<file path="config.mk">
export PLATFORM = sky130hd
export DESIGN_NAME = dctg_guard
export DESIGN_NICKNAME = d
export VERILOG_FILES = /design/src/core/dctg_pkg.sv /design/src/core/dctg_guard.sv
export SDC_FILE = /design/constraint.sdc
export NUM_CORES = 1
export LEC_CHECK = 0
export BUFFER_PORTS_ARGS = -buffer_cell sky130_fd_sc_hd__buf_2
export CAP_MARGIN = 10
export CELL_PAD_IN_SITES_DETAIL_PLACEMENT = 0
export CELL_PAD_IN_SITES_GLOBAL_PLACEMENT = 2
export CORE_ASPECT_RATIO = 1.5
export CORE_UTILIZATION = 35
export DETAILED_ROUTE_END_ITERATION = 8
export PLACE_DENSITY_LB_ADDON = 0.1
export SLEW_MARGIN = 20
export SYNTH_ARGS = -nofsm -noshare
export SYNTH_HDL_FRONTEND = slang
export SYNTH_SLANG_ARGS = --single-unit
</file>
<file path="constraint.sdc">
create_clock -name aclk -period 8.69 [get_ports aclk]
set_input_delay 2.1725 -clock aclk [delete_from_list [all_inputs] [get_ports aclk]]
set_output_delay 2.1725 -clock aclk [all_outputs]
set_load 0.01 [all_outputs]
</file>
<file path="src/core/dctg_pkg.sv">
`default_nettype none
package dctg_pkg;

	// Clock and power-up timing.
	localparam int CLK_PERIOD_NS   = 10;
	localparam int POWERUP_WAIT_US = 500;
	localparam int POWERUP_CYCLES  = (POWERUP_WAIT_US * 1000 + CLK_PERIOD_NS - 1) / CLK_PERIOD_NS;

	// Geometry and widths.
	localparam int NUM_BANKS = 8;
	localparam int BANK_W    = 3;
	localparam int CFG_W     = 8;
	localparam int CNT_W     = 9;
	localparam int ADDR_W    = 8;

	// Register byte offsets.
	localparam logic [ADDR_W-1:0] REG_ROW_OPEN   = 8'h00;
	localparam logic [ADDR_W-1:0] REG_ROW_TO_COL = 8'h04;
	localparam logic [ADDR_W-1:0] REG_ROW_CLOSE  = 8'h08;
	localparam logic [ADDR_W-1:0] REG_WRITE_REC  = 8'h0c;
	localparam logic [ADDR_W-1:0] REG_MODE_SET   = 8'h10;
	localparam logic [ADDR_W-1:0] REG_BURST      = 8'h14;
	localparam logic [ADDR_W-1:0] REG_STATUS     = 8'h18;

	// Reset values: times in ns, mode spacing and burst in cycles.
	localparam logic [CFG_W-1:0] RST_ROW_OPEN   = 8'h23;
	localparam logic [CFG_W-1:0] RST_ROW_TO_COL = 8'h0e;
	localparam logic [CFG_W-1:0] RST_ROW_CLOSE  = 8'h0e;
	localparam logic [CFG_W-1:0] RST_WRITE_REC  = 8'h0f;
	localparam logic [CFG_W-1:0] RST_MODE_SET   = 8'h04;
	localparam logic [CFG_W-1:0] RST_BURST      = 8'h04;

	// Status field positions.
	localparam int STAT_CKE_BIT  = 0;
	localparam int STAT_INIT_BIT = 1;
	localparam int STAT_BUSY_LSB = 8;

	// Bus response codes.
	localparam logic [1:0] RESP_OKAY   = 2'b00;
	localparam logic [1:0] RESP_SLVERR = 2'b10;

	typedef enum logic [2:0] {
		DCTG_NOP,
		DCTG_MRS,
		DCTG_ACT,
		DCTG_PRE,
		DCTG_RD,
		DCTG_WR
	} dctg_op_t;

	typedef struct packed {
		dctg_op_t            op;
		logic [BANK_W-1:0]   bank;
	} dctg_cmd_t;

endpackage
`default_nettype wire

</file>
<file path="src/core/dctg_guard.sv">
`timescale 1ns/1ps
`default_nettype none

module dctg_guard #(
	parameter int POWERUP_CYC = dctg_pkg::POWERUP_CYCLES
) (
	input  wire logic                           aclk,
	input  wire logic                           aresetn,
	input  wire logic                           ce,
	input  wire logic                           cmd_valid,
	input  wire dctg_pkg::dctg_cmd_t            cmd_req,
	output logic                                cmd_ready,
	output dctg_pkg::dctg_cmd_t                 mem_cmd,
	output logic                                mem_cmd_valid,
	output logic                                mem_cke,
	input  wire logic [dctg_pkg::ADDR_W-1:0]    awaddr,
	input  wire logic                           awvalid,
	output logic                                awready,
	input  wire logic [31:0]                    wdata,
	input  wire logic [3:0]                     wstrb,
	input  wire logic                           wvalid,
	output logic                                wready,
	output logic [1:0]                          bresp,
	output logic                                bvalid,
	input  wire logic                           bready,
	input  wire logic [dctg_pkg::ADDR_W-1:0]    araddr,
	input  wire logic                           arvalid,
	output logic                                arready,
	output logic [31:0]                         rdata,
	output logic [1:0]                          rresp,
	output logic                                rvalid,
	input  wire logic                           rready
);

	localparam int INIT_W = $clog2(POWERUP_CYC + 1);
	localparam int CW     = dctg_pkg::CNT_W;
	localparam int NB     = dctg_pkg::NUM_BANKS;

	// Nanoseconds to whole cycles, rounded up so a minimum is never shortened.
	function automatic logic [CW-1:0] ns_to_cyc(input logic [dctg_pkg::CFG_W-1:0] ns);
		logic [CW+3:0] sum;
		sum = (CW+4)'(ns) + (CW+4)'(dctg_pkg::CLK_PERIOD_NS - 1);
		return CW'(sum / (CW+4)'(dctg_pkg::CLK_PERIOD_NS));
	endfunction

	// A spacing of N cycles loads N-1, because the issuing edge itself is the first cycle.
	function automatic logic [CW-1:0] dly_load(input logic [CW-1:0] cyc);
		return (cyc == '0) ? '0 : CW'(cyc - CW'(1));
	endfunction

	// Loop index to bank number, cut to the bank field on purpose.
	function automatic logic [dctg_pkg::BANK_W-1:0] bank_idx(input int b);
		return dctg_pkg::BANK_W'(b);
	endfunction

	logic [dctg_pkg::CFG_W-1:0] row_open_min_time;
	logic [dctg_pkg::CFG_W-1:0] row_to_column_delay;
	logic [dctg_pkg::CFG_W-1:0] row_close_period;
	logic [dctg_pkg::CFG_W-1:0] write_recovery_time;
	logic [dctg_pkg::CFG_W-1:0] mode_set_spacing_cycles;
	logic [dctg_pkg::CFG_W-1:0] burst_cycles;
	logic [INIT_W-1:0]          init_cnt;
	logic [CW-1:0]              mrd_cnt;
	logic [CW-1:0]              ras_cnt [NB];
	logic [CW-1:0]              rcd_cnt [NB];
	logic [CW-1:0]              rp_cnt  [NB];
	logic [CW-1:0]              wr_cnt  [NB];
	logic [NB-1:0]              bank_busy;
	logic [NB-1:0]              bank_hit;

	// Converted loads, shared by every bank.
	wire logic [CW-1:0] ras_load = dly_load(ns_to_cyc(row_open_min_time));
	wire logic [CW-1:0] rcd_load = dly_load(ns_to_cyc(row_to_column_delay));
	wire logic [CW-1:0] rp_load  = dly_load(ns_to_cyc(row_close_period));
	wire logic [CW-1:0] wr_load  = dly_load(CW'(ns_to_cyc(write_recovery_time) + CW'(burst_cycles)));
	wire logic [CW-1:0] mrd_load = dly_load(CW'(mode_set_spacing_cycles));

	// Eligibility of the offered command against the counters of its bank, or the global mode-set counter for a mode set.
	wire logic ras_zero = (ras_cnt[cmd_req.bank] == '0);
	wire logic rcd_zero = (rcd_cnt[cmd_req.bank] == '0);
	wire logic rp_zero  = (rp_cnt[cmd_req.bank] == '0);
	wire logic wr_zero  = (wr_cnt[cmd_req.bank] == '0);
	wire logic mrd_zero = (mrd_cnt == '0);
	wire logic is_mrs   = (cmd_req.op == dctg_pkg::DCTG_MRS);
	wire logic is_act   = (cmd_req.op == dctg_pkg::DCTG_ACT);
	wire logic is_pre   = (cmd_req.op == dctg_pkg::DCTG_PRE);
	wire logic is_col   = (cmd_req.op == dctg_pkg::DCTG_RD) || (cmd_req.op == dctg_pkg::DCTG_WR);
	wire logic is_wr    = (cmd_req.op == dctg_pkg::DCTG_WR);
	wire logic timing_ok = (!is_mrs || mrd_zero)
		&& (!is_pre || (ras_zero && wr_zero))
		&& (!is_col || rcd_zero)
		&& (!is_act || rp_zero);
	assign cmd_ready = mem_cke && timing_ok;
	wire logic issue = ce && cmd_valid && cmd_ready;

	// Power-up wait; counted on aclk only in cycles with ce high, since the memory needs no clock to initialise.
	always_ff @(posedge aclk)
	begin
		if (!aresetn)
			init_cnt <= INIT_W'(POWERUP_CYC);
		else if (ce && init_cnt != '0)
			init_cnt <= init_cnt - INIT_W'(1);
	end

	// Clock enable only rises once the full wait has run out.
	always_ff @(posedge aclk)
	begin
		if (!aresetn)
			mem_cke <= 1'b0;
		else if (ce)
			mem_cke <= (init_cnt == '0);
	end

	// Issued command register toward the memory pins.
	always_ff @(posedge aclk)
	begin
		if (!aresetn)
		begin
			mem_cmd       <= '{op: dctg_pkg::DCTG_NOP, bank: '0};
			mem_cmd_valid <= 1'b0;
		end
		else if (ce)
		begin
			mem_cmd_valid <= issue;
			mem_cmd       <= issue ? cmd_req : '{op: dctg_pkg::DCTG_NOP, bank: '0};
		end
	end

	// Global mode-set spacing counter.
	always_ff @(posedge aclk)
	begin
		if (!aresetn)
			mrd_cnt <= '0;
		else if (ce)
			mrd_cnt <= (issue && is_mrs) ? mrd_load : (mrd_zero ? '0 : mrd_cnt - CW'(1));
	end

	// Per-bank down-counters; an issue reloads only the counters its command starts.
	always_ff @(posedge aclk)
	begin
		for (int b = 0; b < NB; b++)
		begin
			if (!aresetn)
			begin
				ras_cnt[b] <= '0;
				rcd_cnt[b] <= '0;
				rp_cnt[b]  <= '0;
				wr_cnt[b]  <= '0;
			end
			else if (ce)
			begin
				ras_cnt[b] <= (bank_hit[b] && is_act) ? ras_load : (ras_cnt[b] == '0 ? '0 : ras_cnt[b] - CW'(1));
				rcd_cnt[b] <= (bank_hit[b] && is_act) ? rcd_load : (rcd_cnt[b] == '0 ? '0 : rcd_cnt[b] - CW'(1));
				rp_cnt[b]  <= (bank_hit[b] && is_pre) ? rp_load  : (rp_cnt[b] == '0 ? '0 : rp_cnt[b] - CW'(1));
				wr_cnt[b]  <= (bank_hit[b] && is_wr)  ? wr_load  : (wr_cnt[b] == '0 ? '0 : wr_cnt[b] - CW'(1));
			end
		end
	end

	// Busy mask for status, and which bank the command issued this cycle addresses.
	always_comb
	begin
		for (int b = 0; b < NB; b++)
		begin
			bank_busy[b] = (ras_cnt[b] != '0) || (rcd_cnt[b] != '0) || (rp_cnt[b] != '0) || (wr_cnt[b] != '0);
			bank_hit[b]  = issue && (cmd_req.bank == bank_idx(b));
		end
	end

	// Write path takes address and data in the same cycle, so neither can be left behind.
	wire logic wr_go  = ce && awvalid && wvalid && !bvalid;
	wire logic wr_hit = (awaddr == dctg_pkg::REG_ROW_OPEN) || (awaddr == dctg_pkg::REG_ROW_TO_COL)
		|| (awaddr == dctg_pkg::REG_ROW_CLOSE) || (awaddr == dctg_pkg::REG_WRITE_REC)
		|| (awaddr == dctg_pkg::REG_MODE_SET) || (awaddr == dctg_pkg::REG_BURST)
		|| (awaddr == dctg_pkg::REG_STATUS);
	assign awready = wr_go;
	assign wready  = wr_go;
	wire logic [7:0] wbyte = wdata[7:0];
	wire logic       wlane = wr_go && wstrb[0];

	always_ff @(posedge aclk)
	begin
		if (!aresetn)
		begin
			row_open_min_time       <= dctg_pkg::RST_ROW_OPEN;
			row_to_column_delay     <= dctg_pkg::RST_ROW_TO_COL;
			row_close_period        <= dctg_pkg::RST_ROW_CLOSE;
			write_recovery_time     <= dctg_pkg::RST_WRITE_REC;
			mode_set_spacing_cycles <= dctg_pkg::RST_MODE_SET;
			burst_cycles            <= dctg_pkg::RST_BURST;
		end
		else if (wlane)
		begin
			if (awaddr == dctg_pkg::REG_ROW_OPEN)
				row_open_min_time <= wbyte;
			else if (awaddr == dctg_pkg::REG_ROW_TO_COL)
				row_to_column_delay <= wbyte;
			else if (awaddr == dctg_pkg::REG_ROW_CLOSE)
				row_close_period <= wbyte;
			else if (awaddr == dctg_pkg::REG_WRITE_REC)
				write_recovery_time <= wbyte;
			else if (awaddr == dctg_pkg::REG_MODE_SET)
				mode_set_spacing_cycles <= wbyte;
			else if (awaddr == dctg_pkg::REG_BURST)
				burst_cycles <= wbyte;
		end
	end

	// Write response; status is read-only and takes writes silently.
	always_ff @(posedge aclk)
	begin
		if (!aresetn)
		begin
			bvalid <= 1'b0;
			bresp  <= dctg_pkg::RESP_OKAY;
		end
		else if (ce)
		begin
			if (wr_go)
			begin
				bvalid <= 1'b1;
				bresp  <= wr_hit ? dctg_pkg::RESP_OKAY : dctg_pkg::RESP_SLVERR;
			end
			else if (bready)
				bvalid <= 1'b0;
		end
	end

	// Read decode.
	wire logic rd_go = ce && arvalid && !rvalid;
	wire logic [31:0] stat_word = (32'(bank_busy) << dctg_pkg::STAT_BUSY_LSB)
		| (32'(mem_cke) << dctg_pkg::STAT_INIT_BIT) | (32'(mem_cke) << dctg_pkg::STAT_CKE_BIT);
	wire logic rd_hit = (araddr == dctg_pkg::REG_ROW_OPEN) || (araddr == dctg_pkg::REG_ROW_TO_COL)
		|| (araddr == dctg_pkg::REG_ROW_CLOSE) || (araddr == dctg_pkg::REG_WRITE_REC)
		|| (araddr == dctg_pkg::REG_MODE_SET) || (araddr == dctg_pkg::REG_BURST)
		|| (araddr == dctg_pkg::REG_STATUS);
	wire logic [31:0] rd_word =
		(araddr == dctg_pkg::REG_ROW_OPEN)   ? 32'(row_open_min_time) :
		(araddr == dctg_pkg::REG_ROW_TO_COL) ? 32'(row_to_column_delay) :
		(araddr == dctg_pkg::REG_ROW_CLOSE)  ? 32'(row_close_period) :
		(araddr == dctg_pkg::REG_WRITE_REC)  ? 32'(write_recovery_time) :
		(araddr == dctg_pkg::REG_MODE_SET)   ? 32'(mode_set_spacing_cycles) :
		(araddr == dctg_pkg::REG_BURST)      ? 32'(burst_cycles) :
		(araddr == dctg_pkg::REG_STATUS)     ? stat_word : 32'h0000_0000;
	assign arready = rd_go;

	always_ff @(posedge aclk)
	begin
		if (!aresetn)
		begin
			rvalid <= 1'b0;
			rdata  <= 32'h0000_0000;
			rresp  <= dctg_pkg::RESP_OKAY;
		end
		else if (ce)
		begin
			if (rd_go)
			begin
				rvalid <= 1'b1;
				rdata  <= rd_word;
				rresp  <= rd_hit ? dctg_pkg::RESP_OKAY : dctg_pkg::RESP_SLVERR;
			end
			else if (rready)
				rvalid <= 1'b0;
		end
	end
endmodule
`default_nettype wire

</file>
==> impl_metrics.yaml <==
outcome:
  outcome: "finished, final reports clean"
timing:
  finalCriticalPeriod_ns: 7.24
  fin_skew_ns: 0.0336
  fmax_mhz: 138
  final_hold_viol_count: 0
  fin_setup_tns_ns: 0
  setup-violations-final: 0
  period_share_pct: 83.3
  maxSlewHeadroom_pct: 24.7
  final_max_slew_viol_count: 0
  rsz0062_at_grt: "no"
  worstMarginPinSlew_ns: 1.11
route:
  vias: 22100
  drt-total-wl_um: 86400
  ant_nets: 0
  drt_iter0_markers: 1594
  drtPass1Iterations: 5
  drc: 0
  viasPerCell: 5.63
  routedWlPerCell_um: 22.0
power:
  vdd_drop_max_mv: 0.148
  powerDensity_nw_per_um2: 185
  p_leak_nw: 10.5
run:
  max-cap-violations: 0
critical_path:
  ff2ff_path_depth: 20
  arrival_ns: 5.07
  cp-end-kind: "primary output"
  path_max_fanout: 17
  criticalPathCategory: "primary input to primary output"
  r2r-end: "wr_cnt[3][0]$_SDFFCE_PN0P_"
  cp_data_required_time_ns: 6.52
  rrSetupSlack_ns: 1.90
  r2r-start: "write_recovery_time[0]$_SDFFE_PN1P_"
  critPathLaunchType: "primary input"
global_routing:
  grt_usage_pct: 23.0
  grt_pass1_wl_um: 132000
  antenna_found_initial: 0
  overflow: 0
  grt_pass1_vias: 21500
  grt_max_degree: 156
clocking:
  insertion_delay_ns: 0.60
  cts_root_buf: "clkbuf_16"
  cts_resized: 0
  postCtsSetupBuffers: 0
  cts.path.max_buffers: 3
  numCtsBuffers: 44
  clk_pin_slew_ns: 0.06
  clock-sinks: 389
  cts_tree: "built"
  hold_buffers: 0
  cts-htree-levels: 2
synthesis:
  synth_largest_area_cell: "edfxtp_1"
  synth-seq-area-share_pct: 41.5
  synth.area.top_cells: "edfxtp_1 34%, dfxtp_1 7.9%, nand2_1 5.2%, nor2_1 5.2%, xnor2_1 5.0%"
  synth_edf_count: 288
  synth_top_area_share_pct: 33.6
  async_reset_ff_share_pct: 0
  syn_avg_cell_area_um2: 8.67
  ys_dominant_reg_cell: "edfxtp_1"
  synth_area_um2: 25700
  synth_seq_cells: 389
  netlist_instances: 2966
  ys_types: 106
  yosys_warnings: 0
placed_design:
  port_buffers: 71
  gp_congestion: 0.843
  place_area_um2: 26900
  dp.final_hpwl_um: 59300
finish:
  final_nets: 3089
  area_growth_pct: 10.5
  drive_gt1_share_pct: 8.46
  final_util_pct: 39.1
  fin_area_um2: 28400
hold_path:
  min_path_cells: 1
  hold_class: "register to register"
  whs_endpoint: "mem_cmd_valid$_SDFFE_PN0P_"
  hold_start: "mem_cmd_valid$_SDFFE_PN0P_"
floorplanning:
  ios: 117
  dieWidth_um: 223
  die_y_um: 334
  core_um2: 72700
  dieArea_um2: 74600
  initial_core_util_pct: 35.4
  rows: 121
==> metal layers <==
layer	global-route usage, %	share of wire (%)	wire length [um]	vias up
met5	0	0	0	-
met4	7.10	2.9	2510	0
met3	2.50	3.4	2910	111
met2	42.7	52	45100	436
met1	27.5	42	35900	10800
li1	-	-	-	10800
==> critical path, cell delays in order <==
cell	delay, ns
buf_2	0.53
and2_1	0.64
o41ai_1	0.33
o2111ai_1	0.28
nand3_1	0.14
a21boi_1	0.47
nor2_8	0.13
and2_1	0.18
buf_2	0.16
==> report_power, final <==
part	internal [mW]	switching (mW)	total, mW
clock	1.17	0.841	2.01
combinational	0.382	0.545	0.928
sequential	2.18	0.151	2.33
total	3.73	1.54	5.27
==> flip-flops by register name, summed over array words and instances, names as in the netlist <==
register / cells
rdata: 16
mrd_cnt: 9
mode_set_spacing_cycles: 8
write_recovery_time: 8
row_close_period: 8
rvalid: 1
rresp: 1
row_open_min_time: 8
wr_cnt: 72
burst_cycles: 8
init_cnt: 16
rp_cnt: 72
mem_cmd: 6
ras_cnt: 72
rcd_cnt: 72
mem_cmd_valid: 1
mem_cke: 1
bresp: 1
row_to_column_delay: 8
bvalid: 1
==> area by class of cell <==
cell class / instances / area (um^2)
diodes: 2 / 5.00
clock buffers: 57 / 1250
clock inverters: 25 / 265
fillers: 7362 / 44200
inverters: 118 / 447
multi-input cells: 2309 / 14000
flip-flops and latches: 389 / 10700
well taps: 922 / 1150
repair buffers: 106 / 643
==> synthesized netlist by cell type, drive strengths merged (65+ instances only) <==
cell type	instances
nor2	355
inv	115
dfxtp	101
edfxtp	288
nor4	89
clkbuf	104
a21oi	190
nand3	65
nor3	164
xnor2	147
nand2	361
o21ai	195
xor2	72
==> cells by family after synthesis <==
group / Yosys count / synth area share [%]
multiplexers: 54 / 2.46
AO/OA/AOI/OAI: 608 / 14.5
adder cells (fa/ha/maj): 58 / 2.82
flip-flops: 389 / 41.5
AND/OR/NAND/NOR: 1352 / 26.6
XOR/XNOR: 219 / 7.46
buffers and inverters: 285 / 4.66
other: 1 / 0.0146
==> placed cells by master, fill, tap and decap left out, types with 43 or more instances in the layout <==
cell and n:
a21oi_1 187, buf_2 71, clkbuf_16 46, dfxtp_1 101, edfxtp_1 288, ha_1 53, inv_1 113, mux2i_1 43
nand2_1 358, nand3_1 61, nor2_1 352, nor3_1 160, nor4_1 81, o21ai_0 169, or3_1 57, or4_1 63
xnor2_1 147, xor2_1 72
==> through the flow <==
step / std cells / hold slack (ns) / setup WS, ns / total power [mW]
3_5_place_dp: 3844 / 0.440 / 1.45 / 3.29
5_1_grt: 3926 / 0.483 / 1.33 / 5.53
2_1_floorplan: 2983 / 0.436 / 0.743 / 3.05
3_3_place_gp: 3844 / 0.431 / 1.44 / 3.28
6_report: 3928 / 0.461 / 1.45 / 5.27
4_1_cts: 3926 / 0.460 / 1.44 / 5.32
==> how the worst max path moves through the flow <==
stage	start	to	slack (ns)	cells after the start
2_1_floorplan	aresetn	ras_cnt[0][0]$_SDFFCE_PN0P_	0.74	4
3_3_place_gp	cmd_req[0]	cmd_ready	1.44	9
3_5_place_dp	cmd_req[0]	cmd_ready	1.45	9
4_1_cts	cmd_req[0]	cmd_ready	1.44	9
5_1_grt	cmd_req[0]	cmd_ready	1.33	9
6_report	cmd_req[0]	cmd_ready	1.45	9
Note: power is estimated with default switching activity, not from simulation.
